<file path="src/shared/adu_pkg.sv">
package adu_pkg;

    // ------------------------------------------------------------
    // Header layout
    // ------------------------------------------------------------
    localparam logic [2:0] HDR_BYTES = 3'h7;
    localparam logic [2:0] POS_TID_HI = 3'h0;
    localparam logic [2:0] POS_TID_LO = 3'h1;
    localparam logic [2:0] POS_PID_HI = 3'h2;
    localparam logic [2:0] POS_PID_LO = 3'h3;
    localparam logic [2:0] POS_LEN_HI = 3'h4;
    localparam logic [2:0] POS_LEN_LO = 3'h5;
    localparam logic [2:0] POS_UID = 3'h6;
    localparam logic [15:0] PROTO_ID = 16'h0000;
    localparam logic [15:0] SERVER_PORT = 16'h01f6;
    localparam logic [15:0] UID_BYTES = 16'h0001;

    // ------------------------------------------------------------
    // Function codes and their fixed sizes
    // ------------------------------------------------------------
    localparam logic [7:0] FC_RD_COILS = 8'h01;
    localparam logic [7:0] FC_RD_DISC = 8'h02;
    localparam logic [7:0] FC_RD_HOLD = 8'h03;
    localparam logic [7:0] FC_RD_INPUT = 8'h04;
    localparam logic [7:0] FC_WR_COIL = 8'h05;
    localparam logic [7:0] FC_WR_WORD = 8'h06;
    localparam logic [7:0] FC_WR_COILS = 8'h0f;
    localparam logic [7:0] FC_WR_WORDS = 8'h10;
    localparam logic [7:0] FC_MASK_WR = 8'h16;
    localparam logic [7:0] FC_RW_WORDS = 8'h17;
    localparam logic [15:0] PDU_LEN_SIMPLE = 16'h0005;
    localparam logic [15:0] PDU_LEN_MASK = 16'h0007;
    localparam logic [15:0] BC_POS_WRMULT = 16'h0005;
    localparam logic [15:0] BC_POS_RW = 16'h0009;
    localparam logic [15:0] PDU_FIXED_WRMULT = 16'h0006;
    localparam logic [15:0] PDU_FIXED_RW = 16'h000a;

    // ------------------------------------------------------------
    // Types
    // ------------------------------------------------------------
    typedef enum logic [2:0] {
        TBL_NONE = 3'h0,
        TBL_DISCRETE = 3'h1,
        TBL_COIL = 3'h2,
        TBL_INPUT_WORD = 3'h3,
        TBL_HOLDING_WORD = 3'h4
    } table_t;

    typedef enum logic [1:0] {
        RX_HDR = 2'h0,
        RX_BODY = 2'h1,
        RX_SKIP = 2'h3
    } rx_state_t;

    typedef enum logic [1:0] {
        TX_IDLE = 2'h0,
        TX_HDR = 2'h1,
        TX_BODY = 2'h3
    } tx_state_t;

    typedef struct packed {
        logic [15:0] tid;
        logic [15:0] pid;
        logic [15:0] len;
        logic [7:0] uid;
    } adu_hdr_t;

    typedef struct packed {
        logic [7:0] data;
        logic last;
    } byte_beat_t;

endpackage

</file>
<file path="src/adu_header_framer.sv">
`timescale 1ns/100ps
// Overview of operation
// - Seven-byte header: transaction, protocol, length, unit.
// - Response echoes request transaction tag.
// - Protocol tag zero; echoed unchanged.
// - Length counts unit byte plus PDU bytes.
// - Response length computed fresh, never copied.
// - Unit tag echoed exactly in response.
// - Multi-byte fields are most significant first.
// - Units travel over TCP to port 502.
// - Length field finds boundaries across segments.
// - Size check from function code or byte count.
// - Function code selects the server action.
// - Four tables: discretes, coils, input, holding words.
// - One unit per TCP segment only; a unit not ending its segment is accepted with req_pack_err.
module adu_header_framer (
    // Clock and reset
    input wire logic ref_clk,
    input wire logic rst_n,
    // Received byte stream
    input wire logic rx_valid,
    input wire logic [7:0] rx_data,
    input wire logic rx_seg_end,
    input wire logic [15:0] rx_dst_port,
    output logic rx_ready,
    // Received PDU towards server logic
    output logic pdu_valid,
    output adu_pkg::byte_beat_t pdu_beat,
    input wire logic pdu_ready,
    // Decoded request
    output adu_pkg::adu_hdr_t req_hdr,
    output logic [7:0] req_func,
    output adu_pkg::table_t req_table,
    output logic req_write,
    output logic req_done,
    output logic req_len_err,
    output logic req_pack_err,
    // Response from server logic
    input wire logic rsp_start,
    input wire logic [15:0] rsp_pdu_len,
    input wire logic rsp_valid,
    input wire logic [7:0] rsp_data,
    output logic rsp_ready,
    output logic rsp_active,
    // Transmitted byte stream
    output logic tx_valid,
    output adu_pkg::byte_beat_t tx_beat,
    input wire logic tx_ready
);

    typedef struct packed {
        adu_pkg::rx_state_t rst;
        logic [2:0] ridx;
        adu_pkg::adu_hdr_t hdr;
        logic [15:0] rem, pos;
        logic [7:0] bc;
        logic drop;
        logic [7:0] func;
        adu_pkg::table_t tbl;
        logic wr, done, len_err, pack_err;
        adu_pkg::tx_state_t tst;
        logic [2:0] tidx;
        logic [15:0] tlen, trem;
    } frm_state_t;
    frm_state_t s_reg, s_next;
    logic rxb_valid, rxb_ready, txb_valid, txb_ready, rx_take, rsp_take;
    adu_pkg::byte_beat_t rxb_beat, txb_beat;
    logic [15:0] rsp_len_field;

    // ------------------------------------------------------------
    // Helpers
    // ------------------------------------------------------------
    function automatic adu_pkg::table_t table_of(input logic [7:0] fc);
        case (fc)
            adu_pkg::FC_RD_DISC: table_of = adu_pkg::TBL_DISCRETE;
            adu_pkg::FC_RD_COILS, adu_pkg::FC_WR_COIL, adu_pkg::FC_WR_COILS:
                table_of = adu_pkg::TBL_COIL;
            adu_pkg::FC_RD_INPUT: table_of = adu_pkg::TBL_INPUT_WORD;
            adu_pkg::FC_RD_HOLD, adu_pkg::FC_WR_WORD, adu_pkg::FC_WR_WORDS,
            adu_pkg::FC_MASK_WR, adu_pkg::FC_RW_WORDS:
                table_of = adu_pkg::TBL_HOLDING_WORD;
            default: table_of = adu_pkg::TBL_NONE;
        endcase
    endfunction
    function automatic logic is_write(input logic [7:0] fc);
        is_write = (fc == adu_pkg::FC_WR_COIL) || (fc == adu_pkg::FC_WR_WORD)
            || (fc == adu_pkg::FC_WR_COILS) || (fc == adu_pkg::FC_WR_WORDS)
            || (fc == adu_pkg::FC_MASK_WR) || (fc == adu_pkg::FC_RW_WORDS);
    endfunction
    // Byte-count position inside the PDU, zero when the size is fixed
    function automatic logic [15:0] bc_pos(input logic [7:0] fc);
        case (fc)
            adu_pkg::FC_WR_COILS,
            adu_pkg::FC_WR_WORDS: bc_pos = adu_pkg::BC_POS_WRMULT;
            adu_pkg::FC_RW_WORDS: bc_pos = adu_pkg::BC_POS_RW;
            default: bc_pos = 16'h0000;
        endcase
    endfunction
    // Expected PDU size, zero when the code is not known
    function automatic logic [15:0] pdu_len(input logic [7:0] fc,
                                            input logic [7:0] bc);
        case (fc)
            adu_pkg::FC_RD_COILS, adu_pkg::FC_RD_DISC, adu_pkg::FC_RD_HOLD,
            adu_pkg::FC_RD_INPUT, adu_pkg::FC_WR_COIL, adu_pkg::FC_WR_WORD:
                pdu_len = adu_pkg::PDU_LEN_SIMPLE;
            adu_pkg::FC_MASK_WR: pdu_len = adu_pkg::PDU_LEN_MASK;
            adu_pkg::FC_WR_COILS, adu_pkg::FC_WR_WORDS:
                pdu_len = adu_pkg::PDU_FIXED_WRMULT + {8'h00, bc};
            adu_pkg::FC_RW_WORDS: pdu_len = adu_pkg::PDU_FIXED_RW
                + {8'h00, bc};
            default: pdu_len = 16'h0000;
        endcase
    endfunction

    // ------------------------------------------------------------
    // Buffers in both data paths
    // ------------------------------------------------------------
    skid_buffer2 #(.WIDTH(9)) u_rx_buf (
        .ref_clk(ref_clk), .rst_n(rst_n),
        .in_valid(rxb_valid), .in_data(rxb_beat), .in_ready(rxb_ready),
        .out_valid(pdu_valid), .out_data(pdu_beat), .out_ready(pdu_ready)
    );
    skid_buffer2 #(.WIDTH(9)) u_tx_buf (
        .ref_clk(ref_clk), .rst_n(rst_n),
        .in_valid(txb_valid), .in_data(txb_beat), .in_ready(txb_ready),
        .out_valid(tx_valid), .out_data(tx_beat), .out_ready(tx_ready)
    );

    assign rx_take = rx_valid && rxb_ready;
    assign rsp_take = rsp_valid && txb_ready && s_reg.tst == adu_pkg::TX_BODY;
    assign rsp_len_field = rsp_pdu_len + adu_pkg::UID_BYTES;

    // ------------------------------------------------------------
    // Next state
    // ------------------------------------------------------------
    always_comb
    begin
        s_next = s_reg;
        s_next.done = 1'b0;
        s_next.pack_err = 1'b0;
        rxb_valid = 1'b0;
        rxb_beat = '{data: rx_data, last: 1'b0};
        txb_valid = 1'b0;
        txb_beat = '{data: rsp_data, last: 1'b0};
        case (s_reg.rst)
            adu_pkg::RX_HDR:
            begin
                if (rx_take)
                begin
                    s_next.ridx = s_reg.ridx + 3'h1;
                    case (s_reg.ridx)
                        adu_pkg::POS_TID_HI: s_next.hdr.tid[15:8] = rx_data;
                        adu_pkg::POS_TID_LO: s_next.hdr.tid[7:0] = rx_data;
                        adu_pkg::POS_PID_HI: s_next.hdr.pid[15:8] = rx_data;
                        adu_pkg::POS_PID_LO: s_next.hdr.pid[7:0] = rx_data;
                        adu_pkg::POS_LEN_HI: s_next.hdr.len[15:8] = rx_data;
                        adu_pkg::POS_LEN_LO: s_next.hdr.len[7:0] = rx_data;
                        default: s_next.hdr.uid = rx_data;
                    endcase
                    if (s_reg.ridx == adu_pkg::POS_UID)
                    begin
                        s_next.ridx = 3'h0;
                        s_next.pos = 16'h0000;
                        s_next.bc = 8'h00;
                        s_next.rem = s_reg.hdr.len - adu_pkg::UID_BYTES;
                        s_next.drop = (s_reg.hdr.pid != adu_pkg::PROTO_ID)
                            || (rx_dst_port != adu_pkg::SERVER_PORT)
                            || (s_reg.hdr.len == 16'h0000);
                        if (s_reg.hdr.len <= adu_pkg::UID_BYTES)
                        begin
                            s_next.done = !s_next.drop;
                            s_next.len_err = !s_next.drop;
                            s_next.pack_err = !rx_seg_end;
                        end
                        else if (s_next.drop)
                            s_next.rst = adu_pkg::RX_SKIP;
                        else
                            s_next.rst = adu_pkg::RX_BODY;
                    end
                end
            end
            adu_pkg::RX_BODY:
            begin
                rxb_valid = rx_valid;
                rxb_beat.last = (s_reg.rem == 16'h0001);
                if (rx_take)
                begin
                    s_next.pos = s_reg.pos + 16'h0001;
                    s_next.rem = s_reg.rem - 16'h0001;
                    if (s_reg.pos == 16'h0000)
                    begin
                        s_next.func = rx_data;
                        s_next.tbl = table_of(rx_data);
                        s_next.wr = is_write(rx_data);
                    end
                    else if (s_reg.pos == bc_pos(s_reg.func))
                        s_next.bc = rx_data;
                    if (s_reg.rem == 16'h0001)
                    begin
                        s_next.rst = adu_pkg::RX_HDR;
                        s_next.done = 1'b1;
                        s_next.len_err = (pdu_len(s_next.func, s_next.bc)
                            != s_reg.hdr.len - adu_pkg::UID_BYTES)
                            && (pdu_len(s_next.func, s_next.bc)
                            != 16'h0000);
                        s_next.pack_err = !rx_seg_end;
                    end
                end
            end
            adu_pkg::RX_SKIP:
                if (rx_take)
                begin
                    s_next.rem = s_reg.rem - 16'h0001;
                    if (s_reg.rem == 16'h0001)
                        s_next.rst = adu_pkg::RX_HDR;
                end
            default: s_next.rst = adu_pkg::RX_HDR;
        endcase
        case (s_reg.tst)
            adu_pkg::TX_IDLE:
                if (rsp_start)
                begin
                    s_next.tst = adu_pkg::TX_HDR;
                    s_next.tidx = 3'h0;
                    s_next.tlen = rsp_len_field;
                    s_next.trem = rsp_pdu_len;
                end
            adu_pkg::TX_HDR:
            begin
                txb_valid = 1'b1;
                case (s_reg.tidx)
                    adu_pkg::POS_TID_HI: txb_beat.data = s_reg.hdr.tid[15:8];
                    adu_pkg::POS_TID_LO: txb_beat.data = s_reg.hdr.tid[7:0];
                    adu_pkg::POS_PID_HI: txb_beat.data = s_reg.hdr.pid[15:8];
                    adu_pkg::POS_PID_LO: txb_beat.data = s_reg.hdr.pid[7:0];
                    adu_pkg::POS_LEN_HI: txb_beat.data = s_reg.tlen[15:8];
                    adu_pkg::POS_LEN_LO: txb_beat.data = s_reg.tlen[7:0];
                    default: txb_beat.data = s_reg.hdr.uid;
                endcase
                txb_beat.last = (s_reg.tidx == adu_pkg::POS_UID)
                    && (s_reg.trem == 16'h0000);
                if (txb_ready)
                begin
                    s_next.tidx = s_reg.tidx + 3'h1;
                    if (s_reg.tidx == adu_pkg::POS_UID)
                        s_next.tst = (s_reg.trem == 16'h0000)
                            ? adu_pkg::TX_IDLE : adu_pkg::TX_BODY;
                end
            end
            adu_pkg::TX_BODY:
            begin
                txb_valid = rsp_valid;
                txb_beat.last = (s_reg.trem == 16'h0001);
                if (rsp_take)
                begin
                    s_next.trem = s_reg.trem - 16'h0001;
                    if (s_reg.trem == 16'h0001)
                        s_next.tst = adu_pkg::TX_IDLE;
                end
            end
            default: s_next.tst = adu_pkg::TX_IDLE;
        endcase
    end

    always_ff @(posedge ref_clk or negedge rst_n)
    begin
        if (!rst_n)
            s_reg <= '{rst: adu_pkg::RX_HDR, tbl: adu_pkg::TBL_NONE,
                tst: adu_pkg::TX_IDLE, default: '0};
        else
            s_reg <= s_next;
    end

    // ------------------------------------------------------------
    // Outputs
    // ------------------------------------------------------------
    assign rx_ready = rxb_ready;
    assign rsp_ready = txb_ready;
    assign rsp_active = (s_reg.tst == adu_pkg::TX_BODY);
    assign req_hdr = s_reg.hdr;
    assign req_func = s_reg.func;
    assign req_table = s_reg.tbl;
    assign req_write = s_reg.wr;
    assign req_done = s_reg.done;
    assign req_len_err = s_reg.len_err;
    assign req_pack_err = s_reg.pack_err;

endmodule

</file>
<file path="src/skid_buffer2.sv">
`timescale 1ns/100ps
module skid_buffer2 #(
    parameter int WIDTH = 9
) (
    // Clock and reset
    input wire logic ref_clk,
    input wire logic rst_n,
    // Filling side
    input wire logic in_valid,
    input wire logic [WIDTH-1:0] in_data,
    output logic in_ready,
    // Draining side
    output logic out_valid,
    output logic [WIDTH-1:0] out_data,
    input wire logic out_ready
);

    typedef struct packed {
        logic v0;
        logic [WIDTH-1:0] d0;
        logic v1;
        logic [WIDTH-1:0] d1;
        logic rdy;
    } buf_state_t;

    buf_state_t st_reg;
    buf_state_t st_next;

    // ------------------------------------------------------------
    // Two slots, head slot drives the output
    // ------------------------------------------------------------
    always_comb
    begin
        st_next = st_reg;
        if (st_reg.v0 && out_ready)
        begin
            st_next.v0 = st_reg.v1;
            st_next.d0 = st_reg.d1;
            st_next.v1 = 1'b0;
        end
        if (in_valid && st_reg.rdy)
        begin
            if (!st_next.v0)
            begin
                st_next.v0 = 1'b1;
                st_next.d0 = in_data;
            end
            else
            begin
                st_next.v1 = 1'b1;
                st_next.d1 = in_data;
            end
        end
        st_next.rdy = !st_next.v1;
    end

    always_ff @(posedge ref_clk or negedge rst_n)
    begin
        if (!rst_n)
            st_reg <= '{v0: 1'b0, d0: '0, v1: 1'b0, d1: '0, rdy: 1'b1};
        else
            st_reg <= st_next;
    end

    assign in_ready = st_reg.rdy;
    assign out_valid = st_reg.v0;
    assign out_data = st_reg.d0;

endmodule
</file>
<file path="config.mk">
export PLATFORM = sky130hd
export DESIGN_NAME = adu_header_framer
export DESIGN_NICKNAME = d
export VERILOG_FILES = /design/src/shared/adu_pkg.sv /design/src/adu_header_framer.sv /design/src/skid_buffer2.sv
export SDC_FILE = /design/constraint.sdc
export NUM_CORES = 1
export LEC_CHECK = 0
export BUFFER_PORTS_ARGS = -buffer_cell sky130_fd_sc_hd__buf_2
export CAP_MARGIN = 15
export CORE_MARGIN = 2
export CORE_UTILIZATION = 60
export DETAILED_ROUTE_END_ITERATION = 7
export MAX_ROUTING_LAYER = met4
export PLACE_DENSITY = 0.83
export SYNTH_ARGS = -nofsm -noshare
export SYNTH_HDL_FRONTEND = slang
export SYNTH_SLANG_ARGS = --single-unit
</file>
<file path="constraint.sdc">
create_clock -name ref_clk -period 9.1 [get_ports ref_clk]
set_input_delay 0.455 -clock ref_clk [delete_from_list [all_inputs] [get_ports ref_clk]]
set_output_delay 0.455 -clock ref_clk [all_outputs]
set_load 0.01 [all_outputs]
</file>
# [Yosys cells after proc, flatten, opt, wreduce, memory -nomap -nowiden]
# Memories as Yosys holds them, arrays and structs flattened.
# Index checks and enable logic that the tools add are counted.
[word_totals] romBits=96 out_inout_bits=94 memories=1 elab_cells=225 input_bits=56 register_bits=196
[mem_list] memory="(name not given)" words=32 word_bits=3 read_ports=1 rd_ports_with_merged_regs=0 write_ports=0 line="adu_header_framer.sv:74" text="case (fc)"
[classes] muxes=65 n_eq_ne=55 n_reduce_logical=60 bitwise_logic=1 n_lt_le_gt_ge=1 n_addsub=9
[ops] cell="$mux 16" n=8
[ops] cell="$mux 102" n=1
[ops] cell="$mux 8" n=12
[ops] cell="$eq 8x5->1 const B" n=8
[ops] cell="$logic_not 16->1" n=3
[ops] cell="$pmux 16 s3" n=1
[ops] cell="$pmux 24 s2" n=1
[ops] cell="$pmux 8 s6" n=1
[ops] cell="$sub 16x1->16 const B" n=3
[ops] cell="$mux 41" n=1
[ops] cell="$eq 8x3->1 const B" n=5
[ops] cell="$mux 20" n=2
[ops] cell="$mux 40" n=1
[ops] cell="$mux 37" n=1
[ops] cell="$mux 12" n=3
[ops] cell="$pmux 9 s4" n=1
[ops] cell="$reduce_and 3->1" n=11
[ops] cell="$add 16x1->16 const B" n=2
[ops] cell="$eq 16x1->1 const B" n=2
[ops] cell="$pmux 16 s2" n=1
[ops] cell="$reduce_bool 16->1" n=2
[ops] cell="$eq 8x4->1 const B" n=3
[ops] cell="$mux 11" n=2
[ops] cell="$mux 10" n=2
[ops] cell="41 further kinds" n=114

# [Depth between registers and ports, before layout]
[depth] depth_word=21 depth_mapped=19 ltp_nobuf=18

# [Hierarchy]
# A second synthesis with hierarchy kept.
[hier_totals] hier_cells=1233 area_unflattened_um2=11853.9
[by_module_without_submodules] mod="adu_header_framer" seq_area_each_um2=3828.7 area_per_inst_um2=9839.4 cells_each=1095 instances=1
[by_module_without_submodules] mod="skid_buffer2" seq_area_each_um2=526.8 area_per_inst_um2=1007.2 cells_each=69 instances=2

# [Worst setup path before layout]
# No wires, ideal clock.
[synth_timing] path_kind="register to register" startpoint="register s_reg (netlist bit req_func[1])" endpoint="register s_reg (netlist bit req_len_err)" stages_incl_launch_ff=20 period_less_slack_ns=3.940 t_required_ns=8.976 setup_time_ns=0.124 arrival_ns=3.816 n_path_buf=2 slack_ns=5.160 path_cell_list="dfrtp_1 -> and3_1 -> buf_2 -> a22oi_1 -> nor2_1 -> o22ai_1 -> nand2_4 -> buf_6 -> mux2i_1 -> fa_1 -> inv_1 -> a21o_1 -> nand2_1 -> xor2_1 -> mux2i_1 -> mux2_4 -> o32ai_1 -> a21oi_1 -> nand4b_1 -> o31a_1"
[synth_between] elab_chain_cells=21 elab_cells_between_ends=40 classes_between="2 x add/sub; 15 x eq/ne; 18 x mux; 5 x reduce/logical"
[synth_lines] element="from (decl)" line="adu_header_framer.sv:65" text="frm_state_t s_reg, s_next;"
[synth_lines] element="from (signal assigned)" line="adu_header_framer.sv:268" text="s_reg <= '{rst: adu_pkg::RX_HDR, tbl: adu_pkg::TBL_NONE,"
[synth_lines] element="from (signal assigned)" line="adu_header_framer.sv:271" text="s_reg <= s_next;"
[synth_lines] element="$eq 8x4->1 / $eq 8x5->1 (equally long branches)" line="adu_header_framer.sv:92" text="case (fc)"
[synth_lines] element="$reduce_or 2->1" line="adu_header_framer.sv:92"
[synth_lines] element="$pmux 4 s2" line="adu_header_framer.sv:92"
[synth_lines] element="$mux 16" line="adu_header_framer.sv:190" text="if (s_reg.pos == 16'h0000)"
[synth_lines] element="$mux 16" line="adu_header_framer.sv:186" text="if (rx_take)"
[synth_lines] element="$mux 16" line="adu_header_framer.sv:145" text="case (s_reg.rst)"
[synth_lines] element="$eq 16x16->1" line="adu_header_framer.sv:196" text="else if (s_reg.pos == bc_pos(s_reg.func))"
[synth_lines] element="$mux 8" line="adu_header_framer.sv:196"
[synth_lines] element="[5 not listed]"
[synth_lines] element="$mux 16 (*)" line="adu_header_framer.sv:198" text="if (s_reg.rem == 16'h0001)"
[synth_lines] element="$mux 16 (*)" line="adu_header_framer.sv:186"
[synth_lines] element="$mux 16 (*)" line="adu_header_framer.sv:145"
[synth_lines] element="$ne 16x16->1 / $reduce_bool 16->1 (equally long branches)" line="adu_header_framer.sv:203, adu_header_framer.sv:204"
[synth_lines] element="$logic_and 1x1->1 (*)" line="adu_header_framer.sv:204" text="&& (pdu_len(s_next.func, s_next.bc)"
[synth_lines] element="$mux 3 (*)" line="adu_header_framer.sv:198"
[synth_lines] element="$mux 3 (*)" line="adu_header_framer.sv:186"
[synth_lines] element="$pmux 3 s2 (*)" line="adu_header_framer.sv:145"
# Mark *: on every way between the ends. The rest lies on a longest branch, timed or not. The select of a mux whose other input is x is not followed.
# A chain may end at the register's enable or synchronous reset.

# [Worst setup path after layout]
[layout_timing] startpoint="register s_reg[72] (netlist name)" endpoint="register s_reg (netlist bit req_len_err)"
[layout_between] elab_chain_cells=15 elab_cells_between_ends=33 classes_between="2 x add/sub; 12 x eq/ne; 14 x mux; 5 x reduce/logical"
[layout_lines] element="$eq 16x16->1 / $logic_not 16->1 (equally long branches)" line="adu_header_framer.sv:196, adu_header_framer.sv:190"
[layout_lines] element="$mux 8 / $mux 12 (equally long branches)" line="adu_header_framer.sv:196, adu_header_framer.sv:190"
[layout_lines] element="$mux 8 / $mux 12 (equally long branches)" line="adu_header_framer.sv:190, adu_header_framer.sv:186"
[layout_lines] element="$mux 8 / $mux 12 (equally long branches)" line="adu_header_framer.sv:186, adu_header_framer.sv:145"
[layout_lines] element="$mux 8, or another cell as far along" line="adu_header_framer.sv:145"
[layout_lines] element="$add 4x8->9, or another cell as far along" line="adu_header_framer.sv:110" text="+ {8'h00, bc};"
[layout_lines] element="$pmux 9 s4 (*)" line="adu_header_framer.sv:102" text="case (fc)"
[layout_lines] element="$mux 16 (*)" line="adu_header_framer.sv:198"
[layout_lines] element="$mux 16 (*)" line="adu_header_framer.sv:186"
[layout_lines] element="$mux 16 (*)" line="adu_header_framer.sv:145"
[layout_lines] element="$ne 16x16->1 / $reduce_bool 16->1 (equally long branches)" line="adu_header_framer.sv:203, adu_header_framer.sv:204"
[layout_lines] element="$logic_and 1x1->1 (*)" line="adu_header_framer.sv:204"
[layout_lines] element="$mux 3 (*)" line="adu_header_framer.sv:198"
[layout_lines] element="$mux 3 (*)" line="adu_header_framer.sv:186"
[layout_lines] element="$pmux 3 s2 (*)" line="adu_header_framer.sv:145"
# Marked as above.

==> run metrics <==
Clock Skew approximately 0.0095 ns; Synth cell types 77; DP Wirelength 20.2 mm; RSZ-0062 raised after global routing no; final hold viol count 0; cells after synthesis between 1k and 1.5k; Sink Count about 200; Critical Path Slowest Stage Cell fa_1; clk slew on worst S/H paths ~0.070 ns; Yosys Warn Count 0; first-pass GRT wire length 46.8 mm; Starting DRT DRC Count 1008; routing usage on met2 0.485; I/O Pins 150; Initial Util 0.607; Layout area overhead 7.51%; GRT busiest layer met2; First-pass DRT Iterations 6; post-synthesis sequential area ratio 0.433; area share of xor/xnor cells in the synthesized design 0.0427; Clock Latency Late Sink 0.44 ns; Vias 9202; CTS resizes 0; Final Core Density 0.653; cell family with most CP delay simple AND/OR/NAND/NOR gates; setup TNS 0 ns; average size of a mapped cell approximately 9.3 um^2; Total Routing Usage GR 0.306; H-tree levels 4; vias per inst about 6.2; part of the cycle the worst path needs 0.487; Worst EP required ~9.4 ns; clock root buffer clkbuf_16; die width approximately 140 um; met1 GRT Util 0.397; PD cells approximately 360 nW/um^2; DR DRC count 0; pin count of the biggest net entering global routing around 130; Setup crit end kind flip-flop; Crit path top cell by count mux2i_1; largest stage delay on the critical path 0.50 ns; nets@finish around 1.3k; Final Max Slew Viols 0; initial antenna violation count 0; routability congestion estimate ~0.93; Critical Path Start Type flip-flop; Bufs and invs on worst path 1; total wire length 28.7 mm; simple-gate share of the synthesized area 0.179; Worst-Margin Slew about 1.1 ns; syn_nets around 1.3k; HP Class primary input to async pin; detailed-route wire length per cell approximately 19 um; Compound-Gate Fraction of Synth Area 0.137; Num CTS Buffers 17; Post-synth EDFFs 0; largest family of logic cells by synthesized area simple AND/OR/NAND/NOR gates; worst path arrival time 4.75 ns; VDD IR max just under 200 uV; top_reg_cell synth dfrtp_1; fraction of registers with async set/reset 1.00; Final Setup Violations 0; worst setup path class flip-flop to flip-flop; Leak Pwr 5.49 nW; CTS Buffer Depth 2; critical path peak fanout 14; Critical Path, Cell by Cell nor4_2, nand3_1, nor3_1, o2111a_2, nand2_4, mux2i_1, fa_1, inv_1, a21o_1, nand2_1, xor2_1, mux2i_1, mux2_4, o32ai_1, a21oi_1, nand4b_1, o31a_1; status finished, final reports clean; n_diodes 0; vias in the first global route ~8.9k; Routed Antenna Nets 0; f_max about 0.23 GHz; max reg flops between 80 and 90; Max Cap Violations 0; postcts setup bufs 0; Die H between 100 and 150 um; fin crit period about 4.4 ns; share of layout cells above drive strength 1 0.231; CTS tree built; Synth Register Bits ~200; port bufs about 150; Post-Syn Area 11300 um^2; mux contribution to synthesized area 0.0983; Slew Limit Headroom 0.297; Post-Synth Adder-Cell Area 0.0217; Core Rows 50; met3 Track Usage GR 0.0554; Core ar. ~19000 um^2; die area around 20000 um^2; global route overflow 0; Hold Buf Count CTS 0
-- cell usage after synthesis (all sizes together), types with 5 or more instances --
library cell,n,area (um^2)
a21o,5,37.5
or4,7,56.3
xor2,36,315
nand2b,7,46.3
a222oi,7,70.1
inv,29,109
xnor2,19,166
buf,96,696
dfrtp,193,4830
a211oi,5,37.5
or3,14,92.6
nor4,25,190
nor3,43,225
and2,6,37.5
and3,13,81.3
ha,18,225
nand4,9,62.6
nand3,29,145
a22oi,9,67.6
a31oi,16,100
nor3b,5,37.5
mux2,73,830
or2,6,37.5
o22ai,5,31.3
a22o,5,43.8
a21oi,79,395
a221oi,9,78.8
nand2,137,524
o21ai,81,409
nor2b,6,37.5
clkbuf,49,184
mux2i,28,280
nor2,92,345
-- layout make-up --
class,count,area [um^2]
fill,1492,6450
multi-input combinational,837,5410
sequential,195,4880
timing repair buffer,157,815
clock buffer,19,443
tap,234,293
clock inverter,13,170
inverter,31,116
-- final timing paths --
check / start / to / slack (ns) / cells after the start
max in group asynchronous: rst_n / s_reg[10] / 7.43 / 2
min in group ref_clk: rx_seg_end / req_pack_err / 0.17 / 2
worst max register to register: s_reg[72] / req_len_err / 4.67 / 17
worst min-delay path: rst_n / s_reg[69] / 0.17 / 1
worst max-delay path: s_reg[72] / req_len_err / 4.67 / 17
worst min register to register: req_table[2] / req_table[2] / 0.48 / 1
-- power breakdown --
group	internal, mW	leakage (nW)	total [mW]	switching, mW
Sequential	1.24	2.40	1.65	0.411
Clock	0.422	0.288	0.779	0.357
Combinational	0.797	2.81	1.88	1.08
Total	2.46	5.49	4.31	1.85
-- worst register-to-register path, delay by kind of cell (launching register included) --
kind | cells | cell delay [ns]
AND/OR/NAND/NOR | 6 | 1.22
multiplexers | 3 | 0.87
XOR/XNOR | 1 | 0.17
adder cells (fa/ha/maj) | 1 | 0.50
buffers and inverters | 1 | 0.07
AO/OA/AOI/OAI | 5 | 1.05
flip-flops | 1 | 0.44
-- kinds of logic (layout without fill, tap and decap cells) --
group,Yosys count,count (layout)
AOI/OAI and AO/OA,252,252
adders and majority gates,19,19
DFF,195,195
buffers and inverters,176,220
and+or+nand+nor,410,410
muxes,101,101
xor gates and xnor gates,55,55
-- per-layer routing --
metal	up-vias	routed length (um)
met2	394	14000
met5	-	0
met4	0	865
met3	67	1940
met1	4457	11800
li1	4284	-
-- through the flow --
stage / setup WS, ns / total power, mW / hold WS [ns] / cells / instance area [um^2]
floorplan: 5.16 / 3.09 / 0.159 / 1208 / 11300
global placement: 4.94 / 3.42 / 0.458 / 1454 / 11500
detailed placement: 4.79 / 3.49 / 0.467 / 1454 / 11500
CTS: 4.70 / 4.29 / 0.159 / 1486 / 12100
global route: 4.37 / 4.60 / 0.179 / 1486 / 12100
finish: 4.67 / 4.31 / 0.171 / 1486 / 12100
-- layout by cell type (no fill, tap or decap), drive strengths merged, types with 6 or more instances in the layout --
cell,netlist,layout
clkbuf,49,20
dfrtp,193,193
a21oi,79,79
inv,29,33
or4,7,7
a22oi,9,9
nor2,92,92
and2,6,6
and3,13,13
nor2b,6,6
nand4,9,9
nand2b,7,7
nor3,43,43
ha,18,18
mux2,73,73
xnor2,19,19
nand3,29,29
clkinv,2,6
nor4,25,25
a31oi,16,16
or3,14,14
mux2i,28,28
or2,6,6
a222oi,7,7
nand2,137,137
a221oi,9,9
buf,96,156
o21ai,81,81
xor2,36,36
Power figures use the tool's default switching activity.
